--- config.mk ---
export PLATFORM = sky130hd
export DESIGN_NAME = ppm_top
export DESIGN_NICKNAME = d
export VERILOG_FILES = /design/src/core/ppm_pkg.sv /design/src/core/ppm_top.sv /design/src/core/ppm_pin_cell.sv
export SDC_FILE = /design/constraint.sdc
export NUM_CORES = 1
export LEC_CHECK = 0
export BUFFER_PORTS_ARGS = -buffer_cell sky130_fd_sc_hd__buf_2
export CELL_PAD_IN_SITES_DETAIL_PLACEMENT = 1
export CELL_PAD_IN_SITES_GLOBAL_PLACEMENT = 1
export CORE_AREA = 2 2 194 196
export DETAILED_ROUTE_END_ITERATION = 16
export DIE_AREA = 0 0 196 198
export GPL_TIMING_DRIVEN = 0
export PLACE_DENSITY = 0.49
export SYNTH_ARGS = -nofsm -noshare
export SYNTH_HDL_FRONTEND = slang
export SYNTH_SLANG_ARGS = --single-unit
--- constraint.sdc ---
create_clock -name clk_in -period 2.2 [get_ports clk_in]
set_clock_uncertainty 0.1 [all_clocks]
set_input_delay 0.11 -clock clk_in [delete_from_list [all_inputs] [get_ports clk_in]]
set_output_delay 0.11 -clock clk_in [all_outputs]
set_load 0.01 [all_outputs]
--- src/core/ppm_pkg.sv ---
// shared constants and types of the peripheral pin multiplexer
package ppm_pkg;
  // ==========================================================
  // register indices (byte address = index * 4)
  localparam logic [15:0] IDX_SEL = 16'h1c00; // external bus select
  localparam logic [15:0] IDX_RATE = 16'h1c16; // output edge rate
  localparam logic [15:0] IDX_PDINH1 = 16'h1c17; // pulldown inhibit first
  localparam logic [15:0] IDX_PDINH3 = 16'h1c19; // pulldown inhibit third
  localparam logic [15:0] IDX_STATUS = 16'h1c1a; // routing status
  localparam logic [15:0] ADDR_SEL = 16'h7000;
  localparam logic [15:0] ADDR_RATE = 16'h7058;
  localparam logic [15:0] ADDR_PDINH1 = 16'h705c;
  localparam logic [15:0] ADDR_PDINH3 = 16'h7064;
  localparam logic [15:0] ADDR_STATUS = 16'h7068;
  // ==========================================================
  // field layout
  localparam int unsigned PP_LSB = 12; // parallel port route field
  localparam int unsigned SP1_LSB = 10; // serial port 1 route field
  localparam int unsigned SP0_LSB = 8; // serial port 0 route field
  localparam logic [15:0] SEL_WMASK = 16'h7f00;
  localparam logic [15:0] RATE_WMASK = 16'h0003;
  localparam logic [15:0] PDINH1_WMASK = 16'h0fff;
  localparam logic [15:0] PDINH3_WMASK = 16'hfffc;
  localparam int unsigned SLEW_CKO_BIT = 0;
  localparam int unsigned SLEW_EMIF_BIT = 1;
  localparam int unsigned SP0_PD_LSB = 0;
  localparam int unsigned SP1_PD_LSB = 6;
  localparam int unsigned PD3_LSB = 2;
  // ==========================================================
  // reset values
  localparam logic [15:0] SEL_RST = 16'h0000;
  localparam logic [15:0] RATE_RST = 16'h0000;
  localparam logic [15:0] PDINH_RST = 16'h0000;
  // ==========================================================
  // mode codes
  typedef enum logic [2:0] {
    PP_M0 = 3'h0, PP_M1 = 3'h1, PP_M2 = 3'h2, PP_M3 = 3'h3,
    PP_M4 = 3'h4, PP_M5 = 3'h5, PP_M6 = 3'h6, PP_BAD = 3'h7
  } ppm_pp_mode_t;
  typedef enum logic [1:0] {
    SP_CARD = 2'h0, SP_AUDIO = 2'h1, SP_GPIO = 2'h2, SP_BAD = 2'h3
  } ppm_sp_mode_t;
  // ==========================================================
  // source slots of one pin cell
  localparam logic [1:0] SLOT_PRI = 2'h0;
  localparam logic [1:0] SLOT_GPIO = 2'h1;
  localparam logic [1:0] SLOT_ALT_A = 2'h2;
  localparam logic [1:0] SLOT_ALT_B = 2'h3;
  // parallel-port pin groups
  localparam logic [1:0] GRP_CTRL = 2'h0;
  localparam logic [1:0] GRP_LOW = 2'h1;
  localparam logic [1:0] GRP_MID = 2'h2;
  localparam logic [1:0] GRP_HIGH = 2'h3;
endpackage

--- src/core/ppm_top.sv ---
// pin multiplexer for the parallel port and both serial ports, with apb registers
//
// Operation
// - all routing comes from one select register
// - parallel field three bits, modes zero to six
// - control pins carry spi in modes 1, 6
// - data 2..7 become gpio 12..17 in 1, 6
// - data 8..11: lcd, gpio, spi or audio 2
// - data 12..15: lcd, gpio, uart or audio 3
// - serial port 1 field: card, audio, gpio
// - port 1 audio mode: data 2, 3 gpio
// - serial port 0 field: card, audio, gpio
// - port 0 audio mode: data 2, 3 gpio
// - data 2..15 pulldowns in third inhibit register
// - serial pin pulldowns in first, mode independent
// - edge rate select for memory and clock pins
`timescale 1ns/1ps
module ppm_top
  import ppm_pkg::*;
#(
  parameter int unsigned ADDR_W = 16, // apb address width
  parameter int unsigned PP_PINS = 21, // parallel-port pins
  parameter int unsigned SP_PINS = 12 // both serial-port groups
)
(
  input wire logic clk_in, // system clock
  input wire logic rst_in, // asynchronous reset, active high
  input wire logic psel_in, // apb select
  input wire logic penable_in, // apb enable
  input wire logic pwrite_in, // apb direction
  input wire logic [ADDR_W-1:0] paddr_in, // apb byte address
  input wire logic [31:0] pwdata_in, // apb write data
  input wire logic [3:0] pstrb_in, // apb byte strobes
  output logic [31:0] prdata_out, // apb read data
  output logic pready_out, // apb ready
  output logic pslverr_out, // apb error
  input wire logic [20:0] lcd_o_in, // lcd bridge pin outputs
  input wire logic [20:0] lcd_oe_in, // lcd bridge pin enables
  output logic [20:0] lcd_i_out, // lcd bridge pin inputs
  input wire logic [6:0] spi_o_in, // spi clk, rx, tx, cs0..cs3
  input wire logic [6:0] spi_oe_in, // spi enables
  output logic [6:0] spi_i_out, // spi inputs
  input wire logic [3:0] uart_o_in, // uart rts, cts, rxd, txd
  input wire logic [3:0] uart_oe_in, // uart enables
  output logic [3:0] uart_i_out, // uart inputs
  input wire logic [3:0] aud2_o_in, // audio port 2 clk, fs, rx, dx
  input wire logic [3:0] aud2_oe_in, // audio port 2 enables
  output logic [3:0] aud2_i_out, // audio port 2 inputs
  input wire logic [3:0] aud3_o_in, // audio port 3 clk, fs, rx, dx
  input wire logic [3:0] aud3_oe_in, // audio port 3 enables
  output logic [3:0] aud3_i_out, // audio port 3 inputs
  input wire logic [31:0] gpio_o_in, // general io outputs
  input wire logic [31:0] gpio_oe_in, // general io enables
  output logic [31:0] gpio_i_out, // general io inputs
  input wire logic [5:0] card0_o_in, // card port 0 clk, cmd, d0..d3
  input wire logic [5:0] card0_oe_in, // card port 0 enables
  output logic [5:0] card0_i_out, // card port 0 inputs
  input wire logic [3:0] aud0_o_in, // audio port 0 clk, fs, dx, rx
  input wire logic [3:0] aud0_oe_in, // audio port 0 enables
  output logic [3:0] aud0_i_out, // audio port 0 inputs
  input wire logic [5:0] card1_o_in, // card port 1 clk, cmd, d0..d3
  input wire logic [5:0] card1_oe_in, // card port 1 enables
  output logic [5:0] card1_i_out, // card port 1 inputs
  input wire logic [3:0] aud1_o_in, // audio port 1 clk, fs, dx, rx
  input wire logic [3:0] aud1_oe_in, // audio port 1 enables
  output logic [3:0] aud1_i_out, // audio port 1 inputs
  output logic [20:0] pp_pin_o_out, // parallel pins, driven level
  output logic [20:0] pp_pin_oe_out, // parallel pins, driver enable
  input wire logic [20:0] pp_pin_i_in, // parallel pins, seen level
  output logic [5:0] sp0_pin_o_out, // serial port 0 pins, level
  output logic [5:0] sp0_pin_oe_out, // serial port 0 pins, enable
  input wire logic [5:0] sp0_pin_i_in, // serial port 0 pins, seen
  output logic [5:0] sp1_pin_o_out, // serial port 1 pins, level
  output logic [5:0] sp1_pin_oe_out, // serial port 1 pins, enable
  input wire logic [5:0] sp1_pin_i_in, // serial port 1 pins, seen
  output logic [13:0] pp_data_pd_en_out, // pulldown on lcd data 2..15
  output logic [5:0] sp0_pd_en_out, // pulldown on serial port 0 pins
  output logic [5:0] sp1_pd_en_out, // pulldown on serial port 1 pins
  output logic slew_slow_emif_out, // slow edges on memory pins
  output logic slew_slow_cko_out // slow edges on clock output pin
);
  // ==========================================================
  // helper functions
  // byte-lane merge of the low halfword, then writable mask
  function automatic logic [15:0] lane_merge(input logic [15:0] old_v,
                                             input logic [31:0] wd,
                                             input logic [3:0] strb,
                                             input logic [15:0] wmask);
    logic [15:0] merged;
    merged = {strb[1] ? wd[15:8] : old_v[15:8], strb[0] ? wd[7:0] : old_v[7:0]};
    return merged & wmask;
  endfunction

  // which parallel-port group a pin belongs to
  function automatic logic [1:0] pp_grp(input int unsigned pin);
    if (pin >= 3 && pin <= 8)
      return GRP_LOW;
    else if (pin >= 9 && pin <= 12)
      return GRP_MID;
    else if (pin >= 13 && pin <= 16)
      return GRP_HIGH;
    else
      return GRP_CTRL;
  endfunction

  // parallel-port owner: {defined, slot}
  function automatic logic [2:0] pp_pick(input ppm_pp_mode_t mode, input logic [1:0] grp);
    logic [2:0] r;
    r = {1'b1, SLOT_PRI};
    if (mode == PP_BAD)
      r = 3'h0;
    else
      case (grp)
        GRP_CTRL, GRP_LOW:
        begin
          // spi or gpio only in modes 1 and 6
          if (mode == PP_M1 || mode == PP_M6)
            r = {1'b1, (grp == GRP_CTRL) ? SLOT_ALT_A : SLOT_GPIO};
        end
        GRP_MID:
        begin
          case (mode)
            PP_M0: r = {1'b1, SLOT_PRI};
            PP_M2: r = {1'b1, SLOT_GPIO};
            PP_M3, PP_M5: r = {1'b1, SLOT_ALT_A};
            default: r = {1'b1, SLOT_ALT_B};
          endcase
        end
        default:
        begin
          case (mode)
            PP_M0: r = {1'b1, SLOT_PRI};
            PP_M2: r = {1'b1, SLOT_GPIO};
            PP_M3, PP_M6: r = {1'b1, SLOT_ALT_B};
            default: r = {1'b1, SLOT_ALT_A};
          endcase
        end
      endcase
    return r;
  endfunction

  // serial-port owner: {defined, slot}; data 2 and 3 have no audio role
  function automatic logic [2:0] sp_pick(input ppm_sp_mode_t mode, input logic data23);
    logic [2:0] r;
    case (mode)
      SP_CARD: r = {1'b1, SLOT_PRI};
      SP_AUDIO: r = {1'b1, data23 ? SLOT_GPIO : SLOT_ALT_A};
      SP_GPIO: r = {1'b1, SLOT_GPIO};
      default: r = 3'h0;
    endcase
    return r;
  endfunction

  // ==========================================================
  // registers
  logic [15:0] sel_r; // external bus select, the only routing source
  logic [15:0] rate_r; // output edge rate
  logic [15:0] pdinh1_r; // pulldown inhibit, serial pins
  logic [15:0] pdinh3_r; // pulldown inhibit, parallel data pins
  logic ready_r; // access phase answer
  logic err_r; // unmapped access seen in setup
  logic [31:0] rdata_r; // captured read data

  // ==========================================================
  // apb decode
  wire apb_setup; // first cycle of a transfer
  wire apb_commit; // edge at which a write takes effect
  wire hit_sel;
  wire hit_rate;
  wire hit_pdinh1;
  wire hit_pdinh3;
  wire hit_status;
  wire addr_ok;
  wire [15:0] status_v; // undefined-code flags
  wire [15:0] rd_mux; // register selected for read
  assign apb_setup = psel_in & ~penable_in;
  assign apb_commit = psel_in & penable_in & pready_out & pwrite_in & ~pslverr_out;
  assign hit_sel = (paddr_in == ADDR_W'(ADDR_SEL));
  assign hit_rate = (paddr_in == ADDR_W'(ADDR_RATE));
  assign hit_pdinh1 = (paddr_in == ADDR_W'(ADDR_PDINH1));
  assign hit_pdinh3 = (paddr_in == ADDR_W'(ADDR_PDINH3));
  assign hit_status = (paddr_in == ADDR_W'(ADDR_STATUS));
  assign addr_ok = hit_sel | hit_rate | hit_pdinh1 | hit_pdinh3 | hit_status;
  assign rd_mux = hit_sel ? sel_r :
                  hit_rate ? rate_r :
                  hit_pdinh1 ? pdinh1_r :
                  hit_pdinh3 ? pdinh3_r :
                  hit_status ? status_v : 16'h0000;

  // current modes, straight from the one select register
  ppm_pp_mode_t pp_mode_q;
  ppm_sp_mode_t sp1_mode_q;
  ppm_sp_mode_t sp0_mode_q;
  assign pp_mode_q = ppm_pp_mode_t'(sel_r[PP_LSB +: 3]);
  assign sp1_mode_q = ppm_sp_mode_t'(sel_r[SP1_LSB +: 2]);
  assign sp0_mode_q = ppm_sp_mode_t'(sel_r[SP0_LSB +: 2]);
  assign status_v = {13'h0000, sp0_mode_q == SP_BAD, sp1_mode_q == SP_BAD,
                     pp_mode_q == PP_BAD};

  // apb answer: one wait-free access phase after every setup
  always_ff @(posedge clk_in or posedge rst_in)
  begin
    if (rst_in)
    begin
      ready_r <= 1'b0;
      err_r <= 1'b0;
      rdata_r <= 32'h0000_0000;
    end
    else
    begin
      ready_r <= apb_setup;
      err_r <= apb_setup & ~addr_ok;
      if (apb_setup && !pwrite_in)
        rdata_r <= {16'h0000, rd_mux};
    end
  end
  assign pready_out = ready_r;
  assign pslverr_out = ready_r & err_r;
  assign prdata_out = rdata_r;

  // register writes; status is read only
  always_ff @(posedge clk_in or posedge rst_in)
  begin
    if (rst_in)
    begin
      sel_r <= SEL_RST;
      rate_r <= RATE_RST;
      pdinh1_r <= PDINH_RST;
      pdinh3_r <= PDINH_RST;
    end
    else if (apb_commit)
    begin
      if (hit_sel)
        sel_r <= lane_merge(sel_r, pwdata_in, pstrb_in, SEL_WMASK);
      if (hit_rate)
        rate_r <= lane_merge(rate_r, pwdata_in, pstrb_in, RATE_WMASK);
      if (hit_pdinh1)
        pdinh1_r <= lane_merge(pdinh1_r, pwdata_in, pstrb_in, PDINH1_WMASK);
      if (hit_pdinh3)
        pdinh3_r <= lane_merge(pdinh3_r, pwdata_in, pstrb_in, PDINH3_WMASK);
    end
  end

  // ==========================================================
  // pulldown and edge rate outputs; an inhibit bit of one turns the pulldown off
  assign pp_data_pd_en_out = ~pdinh3_r[PD3_LSB +: 14];
  assign sp0_pd_en_out = ~pdinh1_r[SP0_PD_LSB +: 6];
  assign sp1_pd_en_out = ~pdinh1_r[SP1_PD_LSB +: 6];
  assign slew_slow_emif_out = rate_r[SLEW_EMIF_BIT];
  assign slew_slow_cko_out = rate_r[SLEW_CKO_BIT];

  // ==========================================================
  // parallel-port source slots, one bit per pin
  wire [20:0] pp_s1_o;
  wire [20:0] pp_s1_oe;
  wire [20:0] pp_s2_o;
  wire [20:0] pp_s2_oe;
  wire [20:0] pp_s3_o;
  wire [20:0] pp_s3_oe;
  wire [20:0] pp_d0;
  wire [20:0] pp_d1;
  wire [20:0] pp_d2;
  wire [20:0] pp_d3;
  // gpio: data 2..7 -> 12..17, 8..11 -> 18,19,20,27, 12..15 -> 28..31
  assign pp_s1_o = {4'h0, gpio_o_in[31:27], gpio_o_in[20:12], 3'h0};
  assign pp_s1_oe = {4'h0, gpio_oe_in[31:27], gpio_oe_in[20:12], 3'h0};
  // alt a: spi on control pins and data 8..11, uart on data 12..15
  assign pp_s2_o = {spi_o_in[6:3], uart_o_in, spi_o_in[2], spi_o_in[1], spi_o_in[3],
                    spi_o_in[0], 6'h00, spi_o_in[2:0]};
  assign pp_s2_oe = {spi_oe_in[6:3], uart_oe_in, spi_oe_in[2], spi_oe_in[1], spi_oe_in[3],
                     spi_oe_in[0], 6'h00, spi_oe_in[2:0]};
  // alt b: audio 2 on data 8..11, audio 3 on data 12..15
  assign pp_s3_o = {4'h0, aud3_o_in, aud2_o_in, 9'h000};
  assign pp_s3_oe = {4'h0, aud3_oe_in, aud2_oe_in, 9'h000};

  for (genvar gi = 0; gi < PP_PINS; gi++)
  begin : g_pp
    wire [2:0] pick;
    wire [3:0] di;
    assign pick = pp_pick(pp_mode_q, pp_grp(gi));
    ppm_pin_cell u_cell (
      .sel_ok_in(pick[2]),
      .sel_in(pick[1:0]),
      .src_o_in({pp_s3_o[gi], pp_s2_o[gi], pp_s1_o[gi], lcd_o_in[gi]}),
      .src_oe_in({pp_s3_oe[gi], pp_s2_oe[gi], pp_s1_oe[gi], lcd_oe_in[gi]}),
      .pin_i_in(pp_pin_i_in[gi]),
      .pin_o_out(pp_pin_o_out[gi]),
      .pin_oe_out(pp_pin_oe_out[gi]),
      .dst_i_out(di)
    );
    assign pp_d0[gi] = di[0];
    assign pp_d1[gi] = di[1];
    assign pp_d2[gi] = di[2];
    assign pp_d3[gi] = di[3];
  end

  // ==========================================================
  // serial-port groups, port 1 above port 0
  wire [11:0] sp_s0_o;
  wire [11:0] sp_s0_oe;
  wire [11:0] sp_s2_o;
  wire [11:0] sp_s2_oe;
  wire [11:0] sp_pin_i;
  wire [11:0] sp_pin_o;
  wire [11:0] sp_pin_oe;
  wire [11:0] sp_d0;
  wire [11:0] sp_d1;
  wire [11:0] sp_d2;
  assign sp_s0_o = {card1_o_in, card0_o_in};
  assign sp_s0_oe = {card1_oe_in, card0_oe_in};
  assign sp_s2_o = {2'h0, aud1_o_in, 2'h0, aud0_o_in};
  assign sp_s2_oe = {2'h0, aud1_oe_in, 2'h0, aud0_oe_in};
  assign sp_pin_i = {sp1_pin_i_in, sp0_pin_i_in};

  for (genvar gs = 0; gs < SP_PINS; gs++)
  begin : g_sp
    wire [2:0] pick;
    wire [3:0] di;
    assign pick = sp_pick((gs < 6) ? sp0_mode_q : sp1_mode_q, (gs % 6) >= 4);
    ppm_pin_cell u_cell (
      .sel_ok_in(pick[2]),
      .sel_in(pick[1:0]),
      .src_o_in({1'b0, sp_s2_o[gs], gpio_o_in[gs], sp_s0_o[gs]}),
      .src_oe_in({1'b0, sp_s2_oe[gs], gpio_oe_in[gs], sp_s0_oe[gs]}),
      .pin_i_in(sp_pin_i[gs]),
      .pin_o_out(sp_pin_o[gs]),
      .pin_oe_out(sp_pin_oe[gs]),
      .dst_i_out(di)
    );
    assign sp_d0[gs] = di[0];
    assign sp_d1[gs] = di[1];
    assign sp_d2[gs] = di[2];
  end
  assign {sp1_pin_o_out, sp0_pin_o_out} = sp_pin_o;
  assign {sp1_pin_oe_out, sp0_pin_oe_out} = sp_pin_oe;

  // ==========================================================
  // inputs back to peripherals; unrouted inputs read low
  assign lcd_i_out = pp_d0;
  assign spi_i_out = {pp_d2[20:18], pp_d2[17] | pp_d2[10], pp_d2[2] | pp_d2[12],
                      pp_d2[1] | pp_d2[11], pp_d2[0] | pp_d2[9]};
  assign uart_i_out = pp_d2[16:13];
  assign aud2_i_out = pp_d3[12:9];
  assign aud3_i_out = pp_d3[16:13];
  assign gpio_i_out = {pp_d1[16:12], 6'h00, pp_d1[11:3], sp_d1};
  assign card0_i_out = sp_d0[5:0];
  assign card1_i_out = sp_d0[11:6];
  assign aud0_i_out = sp_d2[3:0];
  assign aud1_i_out = sp_d2[9:6];
endmodule

--- src/core/ppm_pin_cell.sv ---
// one shared pin: picks one of four sources and returns the pin level
`timescale 1ns/1ps
module ppm_pin_cell
  import ppm_pkg::*;
(
  input wire logic sel_ok_in, // selection is a defined code
  input wire logic [1:0] sel_in, // slot that owns the pin
  input wire logic [3:0] src_o_in, // output level per slot
  input wire logic [3:0] src_oe_in, // output enable per slot
  input wire logic pin_i_in, // level seen on the pin
  output logic pin_o_out, // level driven to the pin
  output logic pin_oe_out, // pin driver enable
  output logic [3:0] dst_i_out // pin level returned to the owner only
);
  // ==========================================================
  // one-hot owner; an undefined code owns nothing
  wire [3:0] owner;
  assign owner = sel_ok_in ? (4'h1 << sel_in) : 4'h0;
  // ==========================================================
  // output side: only the owner drives
  assign pin_o_out = |(src_o_in & owner);
  assign pin_oe_out = |(src_oe_in & owner);
  // input side: non-owners see a quiet low
  assign dst_i_out = owner & {4{pin_i_in}};
endmodule

==> impl_metrics.yaml, run 1 <==
power_and_ir_drop:
  power_density_nw_per_um2: 299.1
  power.leakage_nw: 4.877
  total_power_mw: 2.741
  vdd_drop_max_v: 0.0002760
placement:
  post-place-ws_ns: -0.8323
  placed_area_sq_um: 8247
  io_buffers: 441
  dpl.hpwl_um: 23450
  gp_congestion: 0.7714
  placedCellCount: 1609
drt:
  finalWirelength_um: 28780
  first_pass_iters: 5
  viasPerCell: 4.025
  drtIter0Drc: 181
  antenna_left: 0
  drc_errors: 0
  vias: 6657
  drt-wirelength-per-cell_um: 17.40
synth:
  syn_inst: 672
  ys_types: 49
  yosys-top-cells-area: "dfrtp_1 (25%), buf_4 (12%), mux2_2 (6.9%)"
  async_reset_ff_share_pct: 100.0
  yosysWarnings: 0
  synth_edf_count: 0
  synth_ff_type: "dfrtp_1"
  avgSynthCellArea_sq_um: 7.958
  ys_ff_latch: 53
  synth_top_area_share_pct: 24.80
  synth_common_cells: "buf_4 (88), nand2_1 (74), dfrtp_1 (53), and2_1 (51), inv_1 (48)"
  synth.largest_area_cell: "dfrtp_1"
  ys_seq_area_share_pct: 24.80
  netlist_area_sq_um: 5348
  yosysMostFrequentCell: "buf_4"
sta:
  setup_ws_ns: 0.01159
  rsz0062_at_grt: "true"
  worst_pin_slew_ns: 0.7639
  period_share_pct: 99.47
  final.min_clock_period_ns: 2.188
  hold_viol: 0
  setup_violations: 0
  max_freq_mhz: 457.0
  drv_slew: 0
  slew_headroom_pct: 49.00
clock_network:
  numCtsBuffers: 5
  path_clk_slew_ns: 0.07
  clock_sinks: 53
  htreeDepth: 2
  cts_tree: "built"
  clock_latency_ns: 0.31
  clockBufferDepth: 2
  cts_root_buf: "clkbuf_16"
setup_path:
  cp-start-kind: "flop"
  arrival_ns: 1.98
  cp.required_ns: 1.99
  worst-r2r-setup-slack_ns: 0.17
  cp_num_buf_inv: 5
  critical_path.top_delay_family: "buffers and inverters"
  timing.rr.start: "pready_out$_DFF_PP0_"
  slowest_stage: "dfrtp_1"
  worst-setup-path-type: "flop to output pin"
  r2r-end: "pdinh3_r[7]$_DFFE_PP0P_"
  reg2reg_depth: 4
  slowest_delay_ns: 0.40
  cp-end-kind: "output pin"
  path_cells: "buf_8 -> nor3b_4 -> buf_6 -> a21o_4 -> clkbuf_16 -> o21ai_1 -> buf_4 -> buf_2"
  cp_max_fo: 6
floorplanning:
  die_w_um: 196
  dieArea_sq_um: 38810
  io-pin-count: 494
  rows: 71
  fp.coreArea_sq_um: 36960
  initial_core_util_pct: 14.47
  chipHeight_um: 198
grt:
  grt_pass1_wl_um: 40510
  grt_pass1_vias: 6598
  grt_max_degree: 32
  grt_usage_pct: 13.61
  grt_overflow: 0
  antenna_found_initial: 3
status:
  status: "finished, final reports clean"
layout:
  fillers: 4561
  design_area_sq_um: 9161
  areaGrowthSynthToFinish_pct: 71.31
  final_cells: 1654
  nNetsFinal: 1460
  drive_gt1_share_pct: 56.83
worst_hold_path:
  min_to: "pready_out$_DFF_PP0_"
  min_path_cells: 3
  min-delay-start: "psel_in"
  holdCritPathClass: "input port to flop"
job:
  maxCapViolations: 0
-- per-layer routing --
metal / vias up / global-route usage, % / routed length [um]
li1: 3226 / - / -
met1: 3171 / 16.53 / 11920
met2: 231 / 25.17 / 14850
met3: 23 / 2.742 / 1678
met4: 6 / 1.992 / 303
met5: - / 0 / 24
-- timing repair --
item / CTS / global route
pin swaps: 3 / 7
setup buffers: 4 / 20
hold endpoints to repair: 65 / 0
hold buffers: 17 / 0
cloned: 0 / 5
resized for setup: 54 / 102
setup endpoints to repair: 129 / 79
-- cell usage in the layout, fill, tap and decap left out, types with 22 or more instances in the layout --
master   count
buf_4      109
inv_1       45
and2_1      50
mux2_2      33
nand2_1     73
nand3_1     23
dfrtp_1     51
conb_1      22
and3_1      29
a21oi_1     36
buf_2      436
-- through the flow --
stage	setup TNS [ns]	utilization (%)	hold slack, ns
after floorplan	0	-	0.1585
after detailed placement	-26.62	22.32	0.2024
final	0	24.79	0.02460
after CTS	-0.02061	23.57	0.02323
after global routing	-0.5910	24.78	0.06019
after global placement	-37.74	22.26	0.2469
-- where the power goes --
| group | internal, mW | switching (mW) | leakage [nW] |
|---|---|---|---|
| Combinational | 0.460 | 0.391 | 4.09 |
| Sequential | 1.01 | 0.0196 | 0.713 |
| Clock | 0.438 | 0.425 | 0.0763 |
-- final cells by class --
| cell class | instances | area [sq um] | share of cell area [%] |
|---|---|---|---|
| antenna | 1 | 2.502 | 0.02731 |
| buffer | 121 | 929.6 | 10.15 |
| clock buffer | 5 | 125.1 | 1.366 |
| clock inverter | 3 | 28.78 | 0.3141 |
| inverter | 48 | 180.2 | 1.967 |
| multi-input combinational | 462 | 3216 | 35.10 |
| sequential | 53 | 1329 | 14.50 |
| tap | 474 | 593.1 | 6.474 |
| timing repair buffer | 487 | 2758 | 30.10 |
-- worst max-delay path by stage --
stage	start	to	slack, ns	cells past startpoint
after floorplan	sel_r[14]$_DFFE_PP0P_	pp_pin_o_out[13]	0.18	6
after global placement	sel_r[14]$_DFFE_PP0P_	pp_pin_oe_out[13]	-0.78	7
after detailed placement	sel_r[14]$_DFFE_PP0P_	pp_pin_oe_out[13]	-0.83	7
after CTS	sel_r[14]$_DFFE_PP0P_	pp_pin_oe_out[12]	-0.006	6
after global routing	sel_r[14]$_DFFE_PP0P_	pp_pin_oe_out[17]	-0.06	8
final	sel_r[14]$_DFFE_PP0P_	pp_pin_oe_out[17]	0.01	8
-- worst min-delay path, stage by stage --
cell      delay [ns]
buf_2           0.08
nand2b_1        0.10
inv_1           0.09
-- cells by family after synthesis --
group / synth area share (%)
muxes: 13.13
DFF: 24.80
AOI/OAI and AO/OA: 14.67
and+or+nand+nor: 26.44
buffers and inverters: 18.86
adders and majority gates: 1.872
other: 0.07012
xor gates and xnor gates: 0.1638
-- flip-flops by register name, summed over array words and instances (netlist names) --
signal / flops
pdinh3_r: 14
sel_r: 7
pready_out: 1
err_r: 1
prdata_out: 16
pdinh1_r: 12
rate_r: 2
(Power assumes the default switching activity.)
==> inputs of run 2 (changes only) <==
--- a/config.mk
+++ b/config.mk
@@ -12,7 +12,7 @@
 export DETAILED_ROUTE_END_ITERATION = 16
 export DIE_AREA = 0 0 196 198
 export GPL_TIMING_DRIVEN = 0
-export PLACE_DENSITY = 0.49
+export PLACE_DENSITY_LB_ADDON = 0.1
 export SYNTH_ARGS = -nofsm -noshare
 export SYNTH_HDL_FRONTEND = slang
 export SYNTH_SLANG_ARGS = --single-unit
==> impl_metrics.yaml, run 2 (synthesis results as in run 1) <==
sta:
  drv_slew: 0
  setup_violations: 0
  period_share_pct: 96.88
  setup_tns_ns: 0
  setup_ws_ns: 0.06869
  worst_pin_slew_ns: 0.6990
  rsz0062_at_grt: "true"
  hold_viol: 0
  max_freq_mhz: 469.2
  final.min_clock_period_ns: 2.131
  slew_headroom_pct: 53.40
floorplanning:
  die_w_um: 196
  rows: 71
  dieArea_sq_um: 38810
  io-pin-count: 494
  chipHeight_um: 198
  initial_core_util_pct: 14.47
  fp.coreArea_sq_um: 36960
clock_network:
  clock_sinks: 53
  clockBufferDepth: 2
  numCtsBuffers: 5
  cts_tree: "built"
  path_clk_slew_ns: 0.08
  cts_root_buf: "clkbuf_16"
  clock_latency_ns: 0.31
  htreeDepth: 2
layout:
  areaGrowthSynthToFinish_pct: 69.77
  fillers: 4565
  mostFrequentLayoutCell: "buf_2"
  largest_reg_flops: 16
  final_cells: 1644
  drive_gt1_share_pct: 56.92
  mostFrequentLayoutCells: "buf_2 (433), buf_4 (104), nand2_1 (69), and2_1 (50), dfrtp_1 (50)"
  nNetsFinal: 1451
  diodes: 0
drt:
  drc_errors: 0
  drtIter0Drc: 177
  drt-wirelength-per-cell_um: 17.43
  antenna_left: 0
  finalWirelength_um: 28650
  viasPerCell: 3.964
  first_pass_iters: 5
  vias: 6517
worst_hold_path:
  holdCritPathClass: "input port to flop"
grt:
  grt_pass1_vias: 6790
  grt_pass1_wl_um: 41890
  grt_usage_pct: 14.00
  grt_overflow: 0
  antenna_found_initial: 3
  grt_max_degree: 30
setup_path:
  slowest_delay_ns: 0.40
  slowest_stage: "dfrtp_1"
  worst-setup-path-type: "flop to output pin"
  cp.required_ns: 1.99
  arrival_ns: 1.92
  cp-end-kind: "output pin"
  cp-start-kind: "flop"
  path_cells: "buf_12 -> nor3b_4 -> buf_6 -> a21o_4 -> buf_6 -> o21ai_0 -> buf_4 -> buf_2"
  cp_max_fo: 8
  cp_common_cell: "buf_6"
placement:
  placedCellCount: 1609
  dpl.hpwl_um: 23670
  post-place-ws_ns: -0.7760
  gp_congestion: 0.7313
  io_buffers: 441
power_and_ir_drop:
  vdd_drop_max_v: 0.0002501
  power.leakage_nw: 4.841
  power_density_nw_per_um2: 296.5
job:
  maxCapViolations: 0
status:
  status: "finished, final reports clean"
[run 2: cell types whose count changed in the layout (fill, tap and decap cells not counted), sizes merged]
cell | before | now
buf | 569 | 556
clkinvlp | 0 | 1
clkbuf | 27 | 31
diode | 1 | 0
inv | 50 | 49
[run 2: final timing paths]
check	cells after the start	slack (ns)	end	start
worst max-delay path	8	0.07	pp_pin_oe_out[0]	sel_r[13]$_DFFE_PP0P_
min in group asynchronous	3	0.33	pready_out$_DFF_PP0_	rst_in
worst min-delay path	3	0.05	pready_out$_DFF_PP0_	psel_in
max in group asynchronous	4	1.09	sel_r[11]$_DFFE_PP0P_	rst_in
worst min register to register	2	0.37	prdata_out[15]$_DFFE_PP0P_	prdata_out[15]$_DFFE_PP0P_
worst max register to register	4	0.20	rate_r[0]$_DFFE_PP0P_	pready_out$_DFF_PP0_
[run 2: what timing repair did]
action                                  4_1_cts  5_1_grt
gates cloned                                  0        4
hold buffers                                 17        0
gates resized for setup                      64       87
pin swaps                                     2        8
endpoints found under the hold margin        59        0
setup buffers                                 5       13
endpoints found under the setup margin      126       85
[run 2: layer usage]
metal / GRT usage (%) / share of wire [%]
met2: 26.45 / 52
met1: 16.04 / 40
met3: 3.986 / 7.4
met5: 0 / 0.13
met4: 1.543 / 0.50
[run 2: worst max-delay path: cells and delay by family (launching register included)]
kind,cells,cell delay (ns)
and+or+nand+nor,1,0.28
AOI/OAI and AO/OA,2,0.22
DFF,1,0.40
buffers and inverters,5,0.71
[run 2: report_power, final]
group | switching, mW | total (mW) | internal [mW] | leakage [nW]
sequential | 0.0189 | 1.03 | 1.01 | 0.711
clock | 0.401 | 0.827 | 0.425 | 0.0702
combinational | 0.384 | 0.840 | 0.456 | 4.06
[run 2: layout make-up]
type	instances	area (sq um)	area share, %
Clock buffer	5	125.1	1.378
Tap cell	474	593.1	6.533
Multi-Input combinational cell	462	3222	35.49
Clock inverter	3	21.27	0.2343
Inverter	48	180.2	1.985
Buffer	119	929.6	10.24
Timing Repair Buffer	480	2678	29.49
Sequential cell	53	1330	14.65
[run 2: metrics by stage]
stage               util, %  hold WS [ns]  power [mW]  area (sq um)
global placement      22.26        0.2543       1.855          8227
CTS                   23.73       0.05329       2.760          8770
global route          24.57       0.08175       2.875          9079
detailed placement    22.32        0.1153       1.867          8247
floorplan                 -        0.1585       1.420          5426
finish                24.57       0.04981       2.692          9079
==> inputs of run 3 (changes only) <==
--- a/config.mk
+++ b/config.mk
@@ -5,12 +5,13 @@
 export SDC_FILE = /design/constraint.sdc
 export NUM_CORES = 1
 export LEC_CHECK = 0
+export ABC_AREA = 1
 export BUFFER_PORTS_ARGS = -buffer_cell sky130_fd_sc_hd__buf_2
 export CELL_PAD_IN_SITES_DETAIL_PLACEMENT = 1
 export CELL_PAD_IN_SITES_GLOBAL_PLACEMENT = 1
-export CORE_AREA = 2 2 194 196
+export CORE_AREA = 2 2 190 192
 export DETAILED_ROUTE_END_ITERATION = 16
-export DIE_AREA = 0 0 196 198
+export DIE_AREA = 0 0 192 194
 export GPL_TIMING_DRIVEN = 0
 export PLACE_DENSITY_LB_ADDON = 0.1
 export SYNTH_ARGS = -nofsm -noshare
==> impl_metrics.yaml, run 3 <==
power_and_ir_drop:
  total_power_mw: 2.691
  vdd_drop_max_v: 0.0002871
  power_density_nw_per_um2: 305.3
  power.leakage_nw: 5.289
placement:
  dpl.hpwl_um: 26540
  placed_area_sq_um: 8193
  io_buffers: 441
  gp_congestion: 0.7905
job:
  maxCapViolations: 0
setup_path:
  reg2reg_depth: 9
  cp_max_fo: 10
  cp-end-kind: "output pin"
  path_cells: "buf_8 -> nand2_1 -> inv_1 -> nand2_1 -> buf_6 -> buf_4 -> nand3_1 -> nand2_1 -> buf_4 -> buf_4"
  slowest_delay_ns: 0.37
  worst-setup-path-type: "flop to output pin"
  worst-r2r-setup-slack_ns: 0.45
  timing.rr.start: "pready_out$_DFF_PP0_"
  r2r-end: "pdinh3_r[4]$_DFFE_PP0P_"
  slowest_stage: "dfrtp_1"
  cp-start-kind: "flop"
  cp.required_ns: 1.99
  arrival_ns: 1.90
sta:
  worst_pin_slew_ns: 0.5116
  setup_violations: 0
  period_share_pct: 95.82
  rsz0062_at_grt: "true"
  final.min_clock_period_ns: 2.108
  hold_viol: 0
  drv_slew: 0
  slew_headroom_pct: 65.84
  max_freq_mhz: 474.4
status:
  status: "finished, final reports clean"
layout:
  final_util_pct: 25.02
  multiInputGateArea_sq_um: 2776
  drive_gt1_share_pct: 45.67
  areaGrowthSynthToFinish_pct: 65.98
  mostFrequentLayoutCells: "buf_2 (446), nand2_1 (278), inv_1 (134), buf_4 (110), nand3_1 (99)"
  mostFrequentLayoutCell: "buf_2"
  largest_reg_flops: 16
  regArea_sq_um: 1329
  fillers: 4609
  design_area_sq_um: 8813
  nNetsFinal: 1668
drt:
  drc_errors: 0
  finalWirelength_um: 30620
  antenna_left: 0
  drtIter0Drc: 151
  drt-wirelength-per-cell_um: 16.54
  vias: 7057
  viasPerCell: 3.813
  first_pass_iters: 4
grt:
  antenna_found_initial: 6
  grt_pass1_vias: 7202
  grt_usage_pct: 15.69
  grt_overflow: 0
  grt_pass1_wl_um: 44660
  grt_max_degree: 34
clock_network:
  clockBufferDepth: 2
  htreeDepth: 2
  clock_latency_ns: 0.30
  clock_sinks: 53
  cts_root_buf: "clkbuf_16"
  cts_tree: "built"
  path_clk_slew_ns: 0.07
  numCtsBuffers: 5
synth:
  synth_common_cells: "nand2_1 (281), inv_1 (135), nand3_1 (99), buf_4 (92), nor2_1 (82)"
  yosys-top-cells-area: "dfrtp_1 (25%), nand2_1 (20%), buf_4 (13%)"
  ys_types: 30
  synth_ff_type: "dfrtp_1"
  ys_ff_latch: 53
  async_reset_ff_share_pct: 100.0
  synth_top_area_share_pct: 24.98
  syn_inst: 889
  synth.largest_area_cell: "dfrtp_1"
  ys_seq_area_share_pct: 24.98
  yosysWarnings: 0
  yosysMostFrequentCell: "nand2_1"
  synth_edf_count: 0
  avgSynthCellArea_sq_um: 5.973
  netlist_area_sq_um: 5310
worst_hold_path:
  min_to: "pdinh3_r[11]$_DFFE_PP0P_"
  min-delay-start: "pwdata_in[11]"
  min_path_cells: 3
  holdCritPathClass: "input port to flop"
floorplanning:
  initial_core_util_pct: 15.08
  dieArea_sq_um: 37250
  io-pin-count: 494
  chipHeight_um: 194
  fp.coreArea_sq_um: 35220
  die_w_um: 192
  rows: 69
==> run 3: cell types whose count changed after synthesis, sizes merged, moves of 31 or more <==
| cell | change |
|---|---|
| nand2 | +212 |
| inv | +94 |
| nand3 | +75 |
| nor2 | +68 |
| and2 | -51 |
| mux2 | -35 |
| a21oi | -31 |
==> run 3: how the worst max path moves through the flow <==
stage	to	slack, ns	cells past startpoint	start
global placement	prdata_out[9]$_DFFE_PP0P_	-0.27	2	rst_in
CTS	pp_pin_oe_out[11]	-0.14	9	sel_r[12]$_DFFE_PP0P_
floorplan	sp0_pin_o_out[1]	0.59	7	sel_r[8]$_DFFE_PP0P_
finish	pp_pin_oe_out[18]	0.09	10	sel_r[12]$_DFFE_PP0P_
global route	pp_pin_oe_out[18]	-0.02	10	sel_r[12]$_DFFE_PP0P_
detailed placement	pp_pin_oe_out[11]	-0.08	9	sel_r[14]$_DFFE_PP0P_
==> run 3: kinds of logic after synthesis <==
| group | after synthesis | synth area share, % |
|---|---|---|
| simple gates | 498 | 39.59 |
| other cells | 1 | 0.07062 |
| flops | 53 | 24.98 |
| compound gates | 63 | 7.493 |
| fa+ha+maj | 8 | 1.885 |
| buf+inv | 266 | 25.99 |
==> run 3: per-layer routing <==
| metal | up-vias | GRT usage (%) | share of wire [%] |
|---|---|---|---|
| met5 | - | 0 | 0.15 |
| met1 | 3211 | 17.43 | 39 |
| li1 | 3608 | - | - |
| met4 | 6 | 2.120 | 0.83 |
| met2 | 213 | 30.87 | 54 |
| met3 | 19 | 3.113 | 6.4 |
==> run 3: worst max-delay path: cells and delay by family, from the launching register on <==
family                 cells  cell delay [ns]
buffers and inverters      6             0.87
DFF                        1             0.37
and+or+nand+nor            4             0.36
==> run 3: power by group <==
group          switching, mW  leakage [nW]  total [mW]  internal, mW
clock                  0.386        0.0797       0.916         0.530
sequential           0.00607         0.722       0.993         0.986
combinational          0.369          4.49       0.782         0.414
total                  0.760          5.29        2.69          1.93
==> run 3: timing repair <==
| action | in CTS | in global routing |
|---|---|---|
| gates cloned | 1 | 0 |
| buffers inserted | 6 | 11 |
| hold endpoints to repair | 40 | 0 |
| hold buffers | 16 | 0 |
| resized for setup | 24 | 36 |
| setup endpoints to repair | 88 | 67 |
| pin swaps | 2 | 5 |
==> run 3: cell type report <==
| type | count | share of cell area (%) |
|---|---|---|
| Antenna cell | 4 | 0.1136 |
| Buffer | 116 | 9.966 |
| Clock buffer | 5 | 1.420 |
| Clock inverter | 2 | 0.3975 |
| Inverter | 143 | 6.218 |
| Multi-Input combinational cell | 592 | 31.50 |
| Sequential cell | 53 | 15.08 |
| Tap cell | 461 | 6.545 |
| Timing Repair Buffer | 475 | 28.76 |
==> run 3: through the flow <==
step	instances	setup WS, ns	hold WS, ns	TNS, ns
after floorplan	910	0.5882	0.09741	0
after global placement	1812	-0.2732	0.2267	-14.38
after CTS	1837	-0.1410	0.006870	-1.857
final	1851	0.09197	0.01038	0
after global routing	1848	-0.01559	0.03650	-0.05117
after detailed placement	1813	-0.07870	0.07716	-0.7200
